<file path="config.mk">
export PLATFORM = sky130hd
export DESIGN_NAME = pabm_port_mux
export DESIGN_NICKNAME = d
export VERILOG_FILES = /design/src/pabm_pkg.sv /design/src/pabm_pin_ctl.sv /design/src/pabm_din_gate.sv /design/src/pabm_port_mux.sv
export VERILOG_INCLUDE_DIRS = /design/src /design/src/src
export SDC_FILE = /design/constraint.sdc
export NUM_CORES = 1
export LEC_CHECK = 0
export ABC_CLOCK_PERIOD_IN_PS = 1820
export BUFFER_PORTS_ARGS = -buffer_cell sky130_fd_sc_hd__buf_2
export CORE_AREA = 2 2 80 82
export CTS_BUF_LIST = sky130_fd_sc_hd__clkbuf_2
export CTS_CLUSTER_DIAMETER = 50
export CTS_CLUSTER_SIZE = 10
export DETAILED_ROUTE_END_ITERATION = 12
export DIE_AREA = 0 0 82 84
export MAX_ROUTING_LAYER = met4
export PLACE_DENSITY_LB_ADDON = 0.12
export SYNTH_ARGS = -nofsm -noshare
export SYNTH_HDL_FRONTEND = slang
export SYNTH_SLANG_ARGS = --single-unit
</file>
<file path="constraint.sdc">
create_clock -name mclk -period 1.82 [get_ports mclk]
set_clock_uncertainty 0.15 [all_clocks]
set_input_delay 0.273 -clock mclk [delete_from_list [all_inputs] [get_ports mclk]]
set_output_delay 0.273 -clock mclk [all_outputs]
set_load 0.02 [all_outputs]
</file>
<file path="src/pabm_map.svh">
`ifndef PABM_MAP_SVH
`define PABM_MAP_SVH

`define PABM_PORT_W 8
`define PABM_PU_CODE 3'h2
`define PABM_BIT_SCK 7
`define PABM_BIT_MISO 6
`define PABM_BIT_MOSI 5
`define PABM_BIT_SS 4
`define PABM_BIT_T0OCA 3
`define PABM_BIT_CMPN 3
`define PABM_BIT_CMPP 2
`define PABM_BIT_IRQ2 2
`define PABM_BIT_DIVIDED_CLOCK_OUT 1
`define PABM_BIT_XCK 0
`define PABM_BYTE_RST 8'h00
`define PABM_OE_N_RST 8'hFF
`endif

</file>
<file path="src/pabm_pkg.sv">
package pabm_pkg;
	typedef enum logic [1:0] {
		PABM_SPI_OFF = 2'h0,
		PABM_SPI_SLAVE = 2'h1,
		PABM_SPI_MASTER = 2'h2
	} pabm_spi_role_t;
	typedef logic [7:0] pabm_byte_t;
endpackage

</file>
<file path="src/pabm_pin_ctl.sv">
`timescale 1ns/1ps
`include "pabm_map.svh"
module pabm_pin_ctl import pabm_pkg::*; #(
	parameter int W = 8
) (
	input wire logic [W-1:0] dir, // Direction bits
	input wire logic [W-1:0] out, // Port output bits
	input wire logic pud, // Global pull-up disable
	input wire logic [W-1:0] pu_oe, // Pull-up override enable
	input wire logic [W-1:0] pu_ov, // Pull-up override value
	input wire logic [W-1:0] dd_oe, // Direction override enable
	input wire logic [W-1:0] dd_ov, // Direction override value
	input wire logic [W-1:0] pv_oe, // Value override enable
	input wire logic [W-1:0] pv_ov, // Value override value
	output logic [W-1:0] pull_en, // Resolved pull-up
	output logic [W-1:0] drive, // Resolved output driver enable
	output logic [W-1:0] value // Resolved pad value
);
	if (W < 1) begin : g_bad_w
		$error("pabm_pin_ctl: W must be at least 1");
	end

	function automatic logic pick(input logic en, input logic ov, input logic dflt);
		pick = en ? ov : dflt;
	endfunction

	always_comb begin
		for (int i = 0; i < W; i++) begin
			pull_en[i] = pick(pu_oe[i], pu_ov[i], {dir[i], out[i], pud} == `PABM_PU_CODE);
			drive[i] = pick(dd_oe[i], dd_ov[i], dir[i]);
			value[i] = pick(pv_oe[i], pv_ov[i], out[i]);
		end
	end
endmodule // pabm_pin_ctl

</file>
<file path="src/pabm_din_gate.sv">
`timescale 1ns/1ps
module pabm_din_gate import pabm_pkg::*; #(
	parameter int W = 8
) (
	input wire logic [W-1:0] pad, // Pad levels
	input wire logic sleep, // Sleep state disables inputs
	input wire logic [W-1:0] die_oe, // Input enable override enable
	input wire logic [W-1:0] die_ov, // Input enable override value
	output logic [W-1:0] din // Gated digital input
);
	if (W < 1) begin : g_bad_w
		$error("pabm_din_gate: W must be at least 1");
	end

	always_comb begin
		for (int i = 0; i < W; i++) begin
			din[i] = pad[i] & (die_oe[i] ? die_ov[i] : ~sleep);
		end
	end
endmodule // pabm_din_gate

</file>
<file path="src/pabm_port_mux.sv">
`timescale 1ns/1ps
`include "pabm_map.svh"
module pabm_port_mux import pabm_pkg::*; #(
	parameter int PORT_W = `PABM_PORT_W
) (
	input wire logic mclk, // 25 MHz I/O clock
	input wire logic reset_n, // Synchronous reset, active low
	input wire logic pud, // Global pull-up disable
	input wire logic sleep, // Sleep state
	input wire logic [PORT_W-1:0] pa_dir, // First port direction bits
	input wire logic [PORT_W-1:0] pa_out, // First port output bits
	input wire logic [PORT_W-1:0] pa_pad_in, // First port pad levels
	input wire logic [PORT_W-1:0] pc_mask0, // Pin-change mask, group 0
	input wire logic pin_change_group0_enable, // Pin-change group 0 enable
	input wire logic [PORT_W-1:0] analog_din_disable_bit, // Converter digital input disable
	input wire logic [PORT_W-1:0] pb_dir, // Second port direction bits
	input wire logic [PORT_W-1:0] pb_out, // Second port output bits
	input wire logic [PORT_W-1:0] pb_pad_in, // Second port pad levels
	input wire logic [PORT_W-1:0] pc_mask1, // Pin-change mask, group 1
	input wire logic pin_change_group1_enable, // Pin-change group 1 enable
	input wire logic spi_enable, // SPI enabled
	input wire logic spi_master, // SPI master mode
	input wire logic spi_sck_out, // SPI master clock out
	input wire logic spi_slave_out, // SPI slave data out
	input wire logic spi_master_out, // SPI master data out
	input wire logic timer3_compare_b_out, // Timer3 compare B level
	input wire logic timer3_compare_b_en, // Timer3 compare B enabled
	input wire logic timer3_compare_a_out, // Timer3 compare A level
	input wire logic timer3_compare_a_en, // Timer3 compare A enabled
	input wire logic timer0_compare_b_out, // Timer0 compare B level
	input wire logic timer0_compare_b_en, // Timer0 compare B enabled
	input wire logic timer0_compare_a_out, // Timer0 compare A level
	input wire logic timer0_compare_a_en, // Timer0 compare A enabled
	input wire logic irq2_enable, // External interrupt 2 enabled
	input wire logic clock_out_fuse, // Divided clock output selected
	input wire logic divided_clock_level, // Divided clock level
	input wire logic usart0_sync_mode, // USART0 synchronous mode
	input wire logic usart0_clock_out, // USART0 clock level out
	output logic [PORT_W-1:0] pa_pad_out, // First port pad value
	output logic [PORT_W-1:0] pa_pad_oe_n, // First port driver enable, low drives
	output logic [PORT_W-1:0] pa_pullup_en, // First port pull-ups
	output logic [PORT_W-1:0] pa_din, // First port digital input
	output logic [PORT_W-1:0] adc_channel_in, // Converter channel taps 7:0
	output logic [2*PORT_W-1:0] pin_change_sources, // Pin-change sources 15:0
	output logic [PORT_W-1:0] pb_pad_out, // Second port pad value
	output logic [PORT_W-1:0] pb_pad_oe_n, // Second port driver enable, low drives
	output logic [PORT_W-1:0] pb_pullup_en, // Second port pull-ups
	output logic [PORT_W-1:0] pb_din, // Second port digital input
	output logic spi_sck_in, // SPI clock from pad
	output logic spi_master_in, // SPI master data in
	output logic spi_slave_in, // SPI slave data in
	output logic spi_select_n_in, // SPI select level, active low
	output logic spi_slave_active, // SPI slave selected
	output logic timer3_capture_in, // Timer3 capture trigger
	output logic comparator_neg_in, // Comparator negative tap
	output logic comparator_pos_in, // Comparator positive tap
	output logic external_irq_2, // External interrupt 2 input
	output logic timer1_count_in, // Timer1 count input
	output logic timer0_count_in, // Timer0 count input
	output logic usart0_ext_clock // USART0 clock from pad
);
	if (PORT_W != 8) begin : g_bad_w
		$error("pabm_port_mux: pin mapping needs PORT_W of 8");
	end

	pabm_spi_role_t spi_role;

	logic [PORT_W-1:0] pa_pu_oe, pa_pu_ov, pa_dd_oe, pa_dd_ov, pa_pv_oe, pa_pv_ov;
	logic [PORT_W-1:0] pa_die_oe, pa_die_ov;
	logic [PORT_W-1:0] pb_pu_oe, pb_pu_ov, pb_dd_oe, pb_dd_ov, pb_pv_oe, pb_pv_ov;
	logic [PORT_W-1:0] pb_die_oe, pb_die_ov;
	logic [PORT_W-1:0] pa_pull_w, pa_drive_w, pa_value_w, pa_din_w;
	logic [PORT_W-1:0] pb_pull_w, pb_drive_w, pb_value_w, pb_din_w;

	logic [PORT_W-1:0] pa_pad_out_reg, pa_pad_out_next;
	logic [PORT_W-1:0] pa_pad_oe_n_reg, pa_pad_oe_n_next;
	logic [PORT_W-1:0] pa_pullup_reg, pa_pullup_next;
	logic [PORT_W-1:0] pa_din_reg, pa_din_next;
	logic [PORT_W-1:0] adc_tap_reg, adc_tap_next;
	logic [2*PORT_W-1:0] pcint_reg, pcint_next;
	logic [PORT_W-1:0] pb_pad_out_reg, pb_pad_out_next;
	logic [PORT_W-1:0] pb_pad_oe_n_reg, pb_pad_oe_n_next;
	logic [PORT_W-1:0] pb_pullup_reg, pb_pullup_next;
	logic [PORT_W-1:0] pb_din_reg, pb_din_next;
	logic sck_in_reg, sck_in_next;
	logic m_in_reg, m_in_next;
	logic s_in_reg, s_in_next;
	logic ss_n_reg, ss_n_next;
	logic slave_act_reg, slave_act_next;
	logic cap3_reg, cap3_next;
	logic cmp_n_reg, cmp_n_next;
	logic cmp_p_reg, cmp_p_next;
	logic irq2_reg, irq2_next;
	logic t1_reg, t1_next;
	logic t0_reg, t0_next;
	logic xck_reg, xck_next;

	always_comb begin
		if (!spi_enable) begin
			spi_role = PABM_SPI_OFF;
		end else if (spi_master) begin
			spi_role = PABM_SPI_MASTER;
		end else begin
			spi_role = PABM_SPI_SLAVE;
		end
	end

	// First port: alternate functions never take the pin over
	always_comb begin
		pa_pu_oe = `PABM_BYTE_RST;
		pa_pu_ov = `PABM_BYTE_RST;
		pa_dd_oe = `PABM_BYTE_RST;
		pa_dd_ov = `PABM_BYTE_RST;
		pa_pv_oe = `PABM_BYTE_RST;
		pa_pv_ov = `PABM_BYTE_RST;
		pa_die_ov = pc_mask0 & {PORT_W{pin_change_group0_enable}};
		pa_die_oe = pa_die_ov | analog_din_disable_bit;
	end

	// Second port override table
	always_comb begin
		pb_pu_oe = `PABM_BYTE_RST;
		pb_pu_ov = `PABM_BYTE_RST;
		pb_dd_oe = `PABM_BYTE_RST;
		pb_dd_ov = `PABM_BYTE_RST;
		pb_pv_oe = `PABM_BYTE_RST;
		pb_pv_ov = `PABM_BYTE_RST;
		pb_die_ov = {PORT_W{1'b1}};
		pb_die_oe = pc_mask1 & {PORT_W{pin_change_group1_enable}};
		// Timer compare outputs; driver still needs the direction bit
		if (timer3_compare_b_en) begin
			pb_pv_oe[`PABM_BIT_SCK] = 1'b1;
			pb_pv_ov[`PABM_BIT_SCK] = timer3_compare_b_out;
		end
		if (timer3_compare_a_en) begin
			pb_pv_oe[`PABM_BIT_MISO] = 1'b1;
			pb_pv_ov[`PABM_BIT_MISO] = timer3_compare_a_out;
		end
		if (timer0_compare_b_en) begin
			pb_pv_oe[`PABM_BIT_SS] = 1'b1;
			pb_pv_ov[`PABM_BIT_SS] = timer0_compare_b_out;
		end
		if (timer0_compare_a_en) begin
			pb_pv_oe[`PABM_BIT_T0OCA] = 1'b1;
			pb_pv_ov[`PABM_BIT_T0OCA] = timer0_compare_a_out;
		end
		// SPI overrides take precedence over timer outputs
		case (spi_role)
			PABM_SPI_SLAVE: begin
				pb_dd_oe[`PABM_BIT_SCK] = 1'b1;
				pb_dd_ov[`PABM_BIT_SCK] = 1'b0;
				pb_pu_oe[`PABM_BIT_SCK] = 1'b1;
				pb_pu_ov[`PABM_BIT_SCK] = pb_out[`PABM_BIT_SCK] & ~pud;
				pb_dd_oe[`PABM_BIT_MOSI] = 1'b1;
				pb_dd_ov[`PABM_BIT_MOSI] = 1'b0;
				pb_pu_oe[`PABM_BIT_MOSI] = 1'b1;
				pb_pu_ov[`PABM_BIT_MOSI] = pb_out[`PABM_BIT_MOSI] & ~pud;
				pb_dd_oe[`PABM_BIT_SS] = 1'b1;
				pb_dd_ov[`PABM_BIT_SS] = 1'b0;
				pb_pu_oe[`PABM_BIT_SS] = 1'b1;
				pb_pu_ov[`PABM_BIT_SS] = pb_out[`PABM_BIT_SS] & ~pud;
				pb_pv_oe[`PABM_BIT_MISO] = 1'b1;
				pb_pv_ov[`PABM_BIT_MISO] = spi_slave_out;
			end
			PABM_SPI_MASTER: begin
				pb_dd_oe[`PABM_BIT_MISO] = 1'b1;
				pb_dd_ov[`PABM_BIT_MISO] = 1'b0;
				pb_pu_oe[`PABM_BIT_MISO] = 1'b1;
				pb_pu_ov[`PABM_BIT_MISO] = pb_out[`PABM_BIT_MISO] & ~pud;
				pb_pv_oe[`PABM_BIT_SCK] = 1'b1;
				pb_pv_ov[`PABM_BIT_SCK] = spi_sck_out;
				pb_pv_oe[`PABM_BIT_MOSI] = 1'b1;
				pb_pv_ov[`PABM_BIT_MOSI] = spi_master_out;
			end
			default: begin
			end
		endcase
		pb_die_oe[`PABM_BIT_IRQ2] = pb_die_oe[`PABM_BIT_IRQ2] | irq2_enable;
		if (clock_out_fuse) begin
			pb_dd_oe[`PABM_BIT_DIVIDED_CLOCK_OUT] = 1'b1;
			pb_dd_ov[`PABM_BIT_DIVIDED_CLOCK_OUT] = 1'b1;
			pb_pv_oe[`PABM_BIT_DIVIDED_CLOCK_OUT] = 1'b1;
			pb_pv_ov[`PABM_BIT_DIVIDED_CLOCK_OUT] = divided_clock_level;
		end
		// USART clock drives out only when the direction bit selects output
		if (usart0_sync_mode) begin
			pb_pv_oe[`PABM_BIT_XCK] = 1'b1;
			pb_pv_ov[`PABM_BIT_XCK] = usart0_clock_out;
		end
	end

	pabm_pin_ctl #(.W(PORT_W)) u_pa_ctl (
		.dir(pa_dir),
		.out(pa_out),
		.pud(pud),
		.pu_oe(pa_pu_oe),
		.pu_ov(pa_pu_ov),
		.dd_oe(pa_dd_oe),
		.dd_ov(pa_dd_ov),
		.pv_oe(pa_pv_oe),
		.pv_ov(pa_pv_ov),
		.pull_en(pa_pull_w),
		.drive(pa_drive_w),
		.value(pa_value_w)
	);

	pabm_pin_ctl #(.W(PORT_W)) u_pb_ctl (
		.dir(pb_dir),
		.out(pb_out),
		.pud(pud),
		.pu_oe(pb_pu_oe),
		.pu_ov(pb_pu_ov),
		.dd_oe(pb_dd_oe),
		.dd_ov(pb_dd_ov),
		.pv_oe(pb_pv_oe),
		.pv_ov(pb_pv_ov),
		.pull_en(pb_pull_w),
		.drive(pb_drive_w),
		.value(pb_value_w)
	);

	pabm_din_gate #(.W(PORT_W)) u_pa_din (
		.pad(pa_pad_in),
		.sleep(sleep),
		.die_oe(pa_die_oe),
		.die_ov(pa_die_ov),
		.din(pa_din_w)
	);

	pabm_din_gate #(.W(PORT_W)) u_pb_din (
		.pad(pb_pad_in),
		.sleep(sleep),
		.die_oe(pb_die_oe),
		.die_ov(pb_die_ov),
		.din(pb_din_w)
	);

	always_comb begin
		pa_pad_out_next = pa_value_w;
		pa_pad_oe_n_next = ~pa_drive_w;
		pa_pullup_next = pa_pull_w;
		pa_din_next = pa_din_w;
		adc_tap_next = pa_pad_in;
		pcint_next = {pb_din_w, pa_din_w};
		pb_pad_out_next = pb_value_w;
		pb_pad_oe_n_next = ~pb_drive_w;
		pb_pullup_next = pb_pull_w;
		pb_din_next = pb_din_w;
		sck_in_next = pb_din_w[`PABM_BIT_SCK];
		m_in_next = pb_din_w[`PABM_BIT_MISO];
		s_in_next = pb_din_w[`PABM_BIT_MOSI];
		ss_n_next = pb_din_w[`PABM_BIT_SS];
		slave_act_next = (spi_role == PABM_SPI_SLAVE) && !pb_din_w[`PABM_BIT_SS];
		cap3_next = pb_din_w[`PABM_BIT_MOSI];
		cmp_n_next = pb_pad_in[`PABM_BIT_CMPN];
		cmp_p_next = pb_pad_in[`PABM_BIT_CMPP];
		irq2_next = pb_din_w[`PABM_BIT_IRQ2];
		t1_next = pb_din_w[`PABM_BIT_DIVIDED_CLOCK_OUT];
		t0_next = pb_din_w[`PABM_BIT_XCK];
		xck_next = pb_din_w[`PABM_BIT_XCK];
	end

	always_ff @(posedge mclk) begin
		if (!reset_n) begin
			pa_pad_out_reg <= `PABM_BYTE_RST;
			pa_pad_oe_n_reg <= `PABM_OE_N_RST;
			pa_pullup_reg <= `PABM_BYTE_RST;
			pa_din_reg <= `PABM_BYTE_RST;
			adc_tap_reg <= `PABM_BYTE_RST;
			pcint_reg <= '0;
			pb_pad_out_reg <= `PABM_BYTE_RST;
			pb_pad_oe_n_reg <= `PABM_OE_N_RST;
			pb_pullup_reg <= `PABM_BYTE_RST;
			pb_din_reg <= `PABM_BYTE_RST;
			sck_in_reg <= 1'b0;
			m_in_reg <= 1'b0;
			s_in_reg <= 1'b0;
			ss_n_reg <= 1'b1;
			slave_act_reg <= 1'b0;
			cap3_reg <= 1'b0;
			cmp_n_reg <= 1'b0;
			cmp_p_reg <= 1'b0;
			irq2_reg <= 1'b0;
			t1_reg <= 1'b0;
			t0_reg <= 1'b0;
			xck_reg <= 1'b0;
		end else begin
			pa_pad_out_reg <= pa_pad_out_next;
			pa_pad_oe_n_reg <= pa_pad_oe_n_next;
			pa_pullup_reg <= pa_pullup_next;
			pa_din_reg <= pa_din_next;
			adc_tap_reg <= adc_tap_next;
			pcint_reg <= pcint_next;
			pb_pad_out_reg <= pb_pad_out_next;
			pb_pad_oe_n_reg <= pb_pad_oe_n_next;
			pb_pullup_reg <= pb_pullup_next;
			pb_din_reg <= pb_din_next;
			sck_in_reg <= sck_in_next;
			m_in_reg <= m_in_next;
			s_in_reg <= s_in_next;
			ss_n_reg <= ss_n_next;
			slave_act_reg <= slave_act_next;
			cap3_reg <= cap3_next;
			cmp_n_reg <= cmp_n_next;
			cmp_p_reg <= cmp_p_next;
			irq2_reg <= irq2_next;
			t1_reg <= t1_next;
			t0_reg <= t0_next;
			xck_reg <= xck_next;
		end
	end

	assign pa_pad_out = pa_pad_out_reg;
	assign pa_pad_oe_n = pa_pad_oe_n_reg;
	assign pa_pullup_en = pa_pullup_reg;
	assign pa_din = pa_din_reg;
	assign adc_channel_in = adc_tap_reg;
	assign pin_change_sources = pcint_reg;
	assign pb_pad_out = pb_pad_out_reg;
	assign pb_pad_oe_n = pb_pad_oe_n_reg;
	assign pb_pullup_en = pb_pullup_reg;
	assign pb_din = pb_din_reg;
	assign spi_sck_in = sck_in_reg;
	assign spi_master_in = m_in_reg;
	assign spi_slave_in = s_in_reg;
	assign spi_select_n_in = ss_n_reg;
	assign spi_slave_active = slave_act_reg;
	assign timer3_capture_in = cap3_reg;
	assign comparator_neg_in = cmp_n_reg;
	assign comparator_pos_in = cmp_p_reg;
	assign external_irq_2 = irq2_reg;
	assign timer1_count_in = t1_reg;
	assign timer0_count_in = t0_reg;
	assign usart0_ext_clock = xck_reg;
endmodule // pabm_port_mux

</file>
==> results of run 1 <==
through the flow:
| stage | hold slack, ns | utilization [%] | setup WS [ns] | std cells | instance area, um2 |
|---|---|---|---|---|---|
| floorplan | 0.185 | - | 0.756 | 228 | 2490 |
| global placement | 0.300 | 55.0 | 0.535 | 471 | 3350 |
| detailed placement | 0.301 | 55.0 | 0.443 | 471 | 3350 |
Yosys cell counts (2+ instances only):
master,n,share of area (%)
buf_2,3,0.60
mux2i_1,6,2.4
buf_6,2,0.90
nand2b_1,2,0.50
nor2_1,4,0.60
a21oi_1,6,1.2
a211oi_1,6,1.8
nor3b_2,3,1.5
and2_1,26,6.5
nand3_1,5,1.0
o21ai_0,2,0.40
dfxtp_1,76,61
nor3b_1,10,3.0
o2bb2ai_1,8,2.8
nand2_1,25,3.8
buf_4,26,7.8
inv_1,8,1.2
kinds of logic after synthesis:
logic type | after synthesis | share of synthesized area (%)
muxes | 6 | 2.41
buffers and inverters | 42 | 11.1
and+or+nand+nor | 77 | 17.5
DFF | 76 | 61.1
AOI/OAI and AO/OA | 27 | 7.94
==> results.sh, run 1 <==
export IMPL_status="stopped before the end"
export IMPL_haltStage="clock tree synthesis"
export IMPL_error="[ERROR RSZ-0060] Max buffer count reached."
export IMPL_seq_area_frac_synth_pct=61.1
export IMPL_clock_sinks=76
export IMPL_cts_buffers=9
export IMPL_syn_area_um2=2490
export IMPL_ctsHtreeMaxLevel=3
export IMPL_postCtsHoldBufs=102
export IMPL_port_buffers=195
export IMPL_rows=29
export IMPL_cts_resized=0
export IMPL_cts_root_buffer="clkbuf_2"
export IMPL_synth_warnings=0
export IMPL_synth_distinct_cells=27
export IMPL_postSynthCellCount=228
export IMPL_synth_edf_count=0
export IMPL_ys_ff_latch=76
export IMPL_dieWidth_um=82
export IMPL_synth_area_per_cell_um2=10.9
export IMPL_dpl_hpwl_um=5020
export IMPL_clockBufferDepth=2
export IMPL_post_cts_buffers=0
export IMPL_boundaryPins=196
export IMPL_start_util_pct=40.8
export IMPL_synth_nets=324
export IMPL_gp_congestion=0.739
export IMPL_ys_flop_type="dfxtp_1"
export IMPL_async_flop_share_pct=0
export IMPL_die_h_um=84
==> run 2: changes to the inputs <==
--- a/config.mk
+++ b/config.mk
@@ -8,14 +8,10 @@
 export LEC_CHECK = 0
 export ABC_CLOCK_PERIOD_IN_PS = 1820
 export BUFFER_PORTS_ARGS = -buffer_cell sky130_fd_sc_hd__buf_2
-export CORE_AREA = 2 2 80 82
-export CTS_BUF_LIST = sky130_fd_sc_hd__clkbuf_2
-export CTS_CLUSTER_DIAMETER = 50
-export CTS_CLUSTER_SIZE = 10
+export CORE_AREA = 2 2 87 89
 export DETAILED_ROUTE_END_ITERATION = 12
-export DIE_AREA = 0 0 82 84
-export MAX_ROUTING_LAYER = met4
-export PLACE_DENSITY_LB_ADDON = 0.12
+export DIE_AREA = 0 0 89 91
+export PLACE_DENSITY_LB_ADDON = 0.15
 export SYNTH_ARGS = -nofsm -noshare
 export SYNTH_HDL_FRONTEND = slang
 export SYNTH_SLANG_ARGS = --single-unit
==> results.sh, run 2 <==
export IMPL_async_flop_share_pct=0
export IMPL_antenna_left=0
export IMPL_ys_top_cells_by_area="dfxtp_1 (61%), buf_4 (7.8%), and2_1 (6.5%), nand2_1 (3.8%), nor3b_1 (3.0%)"
export IMPL_whs_ns=0.0147
export IMPL_drc=0
export IMPL_synth_edf_count=0
export IMPL_synth_common_cells="dfxtp_1 (76), and2_1 (26), buf_4 (26), nand2_1 (25), nor3b_1 (10)"
export IMPL_status="finished clean"
export IMPL_whs_path_depth=2
export IMPL_die_area_um2=8100
export IMPL_cts_tree="done"
export IMPL_fin_nets=540
export IMPL_clockPowerShare_pct=37.2
export IMPL_drv_cap=0
export IMPL_crit_family="buffers and inverters"
export IMPL_cp_required_ns=1.95
export IMPL_ir_drop_mv=0.448
export IMPL_rsz0062_at_grt="false"
export IMPL_critPathMaxStageDelay_ns=0.57
export IMPL_tightest_slew_ns=0.328
export IMPL_slew_viol_final=0
export IMPL_cp_num_buf_inv=3
export IMPL_synth_nets=324
export IMPL_grt_max_degree=23
export IMPL_postSynthCellCount=228
export IMPL_antenna_found_initial=0
export IMPL_finalWirelength_um=6780
export IMPL_final_cell_mix="buf_2 (195), dfxtp_1 (76), dlygate4sd3_1 (40), and2_1 (26), nand2_1 (25)"
export IMPL_ys_flop_type="dfxtp_1"
export IMPL_post_cts_buffers=0
export IMPL_synth_distinct_cells=27
export IMPL_setup_tns_ns=0
export IMPL_clock_sinks=76
export IMPL_swShare_pct=25.0
export IMPL_drtIter0Drc=58
export IMPL_grt_pass1_wl_um=9810
export IMPL_place_area_um2=3380
export IMPL_ctsHtreeMaxLevel=3
export IMPL_via_count=2310
export IMPL_hold_start="pa_pad_in[5]"
export IMPL_finalSetupViolations=0
export IMPL_power_frac_seq_pct=47.8
export IMPL_max_freq_mhz=634
export IMPL_power_frac_comb_pct=15.0
export IMPL_hold_class="in -> reg"
export IMPL_drive_gt1_share_pct=48.6
export IMPL_largest_register_ffs=9
export IMPL_yosysTopAreaCellShare_pct=61.1
export IMPL_area_growth_syn_to_layout_pct=60.7
export IMPL_fin_crit_sh_pct=86.6
export IMPL_synth_warnings=0
export IMPL_leakagePower_uw=0.00207
export IMPL_core_um2=7140
export IMPL_internal_power_uw=2770
export IMPL_gp_congestion=0.758
export IMPL_start_util_pct=34.9
export IMPL_clockBufferDepth=2
export IMPL_overflow=0
export IMPL_avgRoutedWirePerCell_um=12.4
export IMPL_cts_root_buffer="clkbuf_8"
export IMPL_crit_slowest_cell="dlygate4sd3_1"
export IMPL_hold_end="adc_channel_in[5]"
export IMPL_crit_top_cell="dlygate4sd3_1"
export IMPL_crit_type="in -> reg"
export IMPL_port_buffers=195
export IMPL_seq_area_frac_synth_pct=61.1
export IMPL_worst_path_max_fanout=2
export IMPL_syn_area_um2=2490
export IMPL_first_pass_iters=4
export IMPL_ys_ff_latch=76
export IMPL_dpl_hpwl_um=5020
export IMPL_clk_pin_slew_ns=0.08
export IMPL_cp_arrival_ns=1.71
export IMPL_min_period_ns=1.58
export IMPL_die_h_um=91
export IMPL_final_area_um2=4000
export IMPL_track_usage_pct=15.9
export IMPL_boundaryPins=196
export IMPL_cp_end_kind="flip-flop"
export IMPL_synth_most_common_cell="dfxtp_1"
export IMPL_slew_headroom_pct=77.9
export IMPL_synth_area_per_cell_um2=10.9
export IMPL_grt_pass1_vias=2205
export IMPL_crit_path_cell_trace="dlygate4sd3_1 -> buf_2 -> a211oi_1 -> dlygate4sd3_1"
export IMPL_n_antenna_cell=0
export IMPL_switching_power_uw=923
export IMPL_power_density_nw_per_um2=924
export IMPL_final_common_cell="buf_2"
export IMPL_start_kind="primary input"
export IMPL_synth_largest_area_cell="dfxtp_1"
export IMPL_rows=31
export IMPL_viasPerCell=4.22
export IMPL_cts_buffers=9
export IMPL_hold_viol=0
export IMPL_dieWidth_um=89
[run 2: cell counts after synthesis]
Identical to the previous run, type by type.
[run 2: timing repair]
item,4_1_cts,5_1_grt
gates resized for setup,0,0
hold buffers,38,2
endpoints found under the hold margin,50,2
[run 2: layout make-up]
| class | count | area (um2) |
|---|---|---|
| clock inverter | 6 | 88.8 |
| timing repair buffer | 238 | 1410 |
| sequential | 76 | 1520 |
| fill | 685 | 3140 |
| tap | 99 | 124 |
| clock buffer | 10 | 128 |
| inverter | 9 | 33.8 |
| multi-input combinational | 110 | 693 |
[run 2: routing by layer]
| layer | GRT usage [%] | wire, um | vias to the layer above |
|---|---|---|---|
| met4 | 7.46 | 107 | 0 |
| met3 | 5.82 | 652 | 12 |
| met2 | 27.7 | 3390 | 121 |
| met5 | 0 | 0 | - |
| met1 | 16.6 | 2630 | 1022 |
| li1 | - | - | 1155 |
[run 2: worst max-delay path by stage]
stage | from | to | depth (start not counted)
floorplan | pud | pb_pullup_en[4] | 4
detailed placement | reset_n | pb_pullup_en[5] | 3
CTS | pb_dir[7] | pb_pullup_en[7] | 4
global route | pb_dir[4] | pb_pullup_en[4] | 4
global placement | reset_n | pb_pad_out[6] | 4
finish | pb_dir[7] | pb_pullup_en[7] | 4
[run 2: power by group through the flow]
stage / sequential (uW) / combinational [uW] / clock, uW
2_1_floorplan: 1910 / 180 / 0
3_3_place_gp: 1810 / 493 / 0
3_5_place_dp: 1810 / 494 / 0
4_1_cts: 1770 / 556 / 1420
5_1_grt: 1780 / 599 / 1500
6_report: 1770 / 554 / 1370
[run 2: logic make-up after synthesis]
family	synth area share [%]
simple gates	17.5
flops	61.1
buf+inv	11.1
compound gates	7.94
mux	2.41
[run 2: per-stage QoR]
stage               setup slack, ns  utilization (%)  cells  power [uW]
finish                        0.244             56.0    548        3700
floorplan                     0.756                -    228        2090
global placement              0.554             47.4    492        2300
detailed placement            0.518             47.4    492        2300
global route                  0.229             56.0    548        3870
CTS                           0.296             55.8    546        3740
No activity file was read; power rests on OpenSTA's default activity.
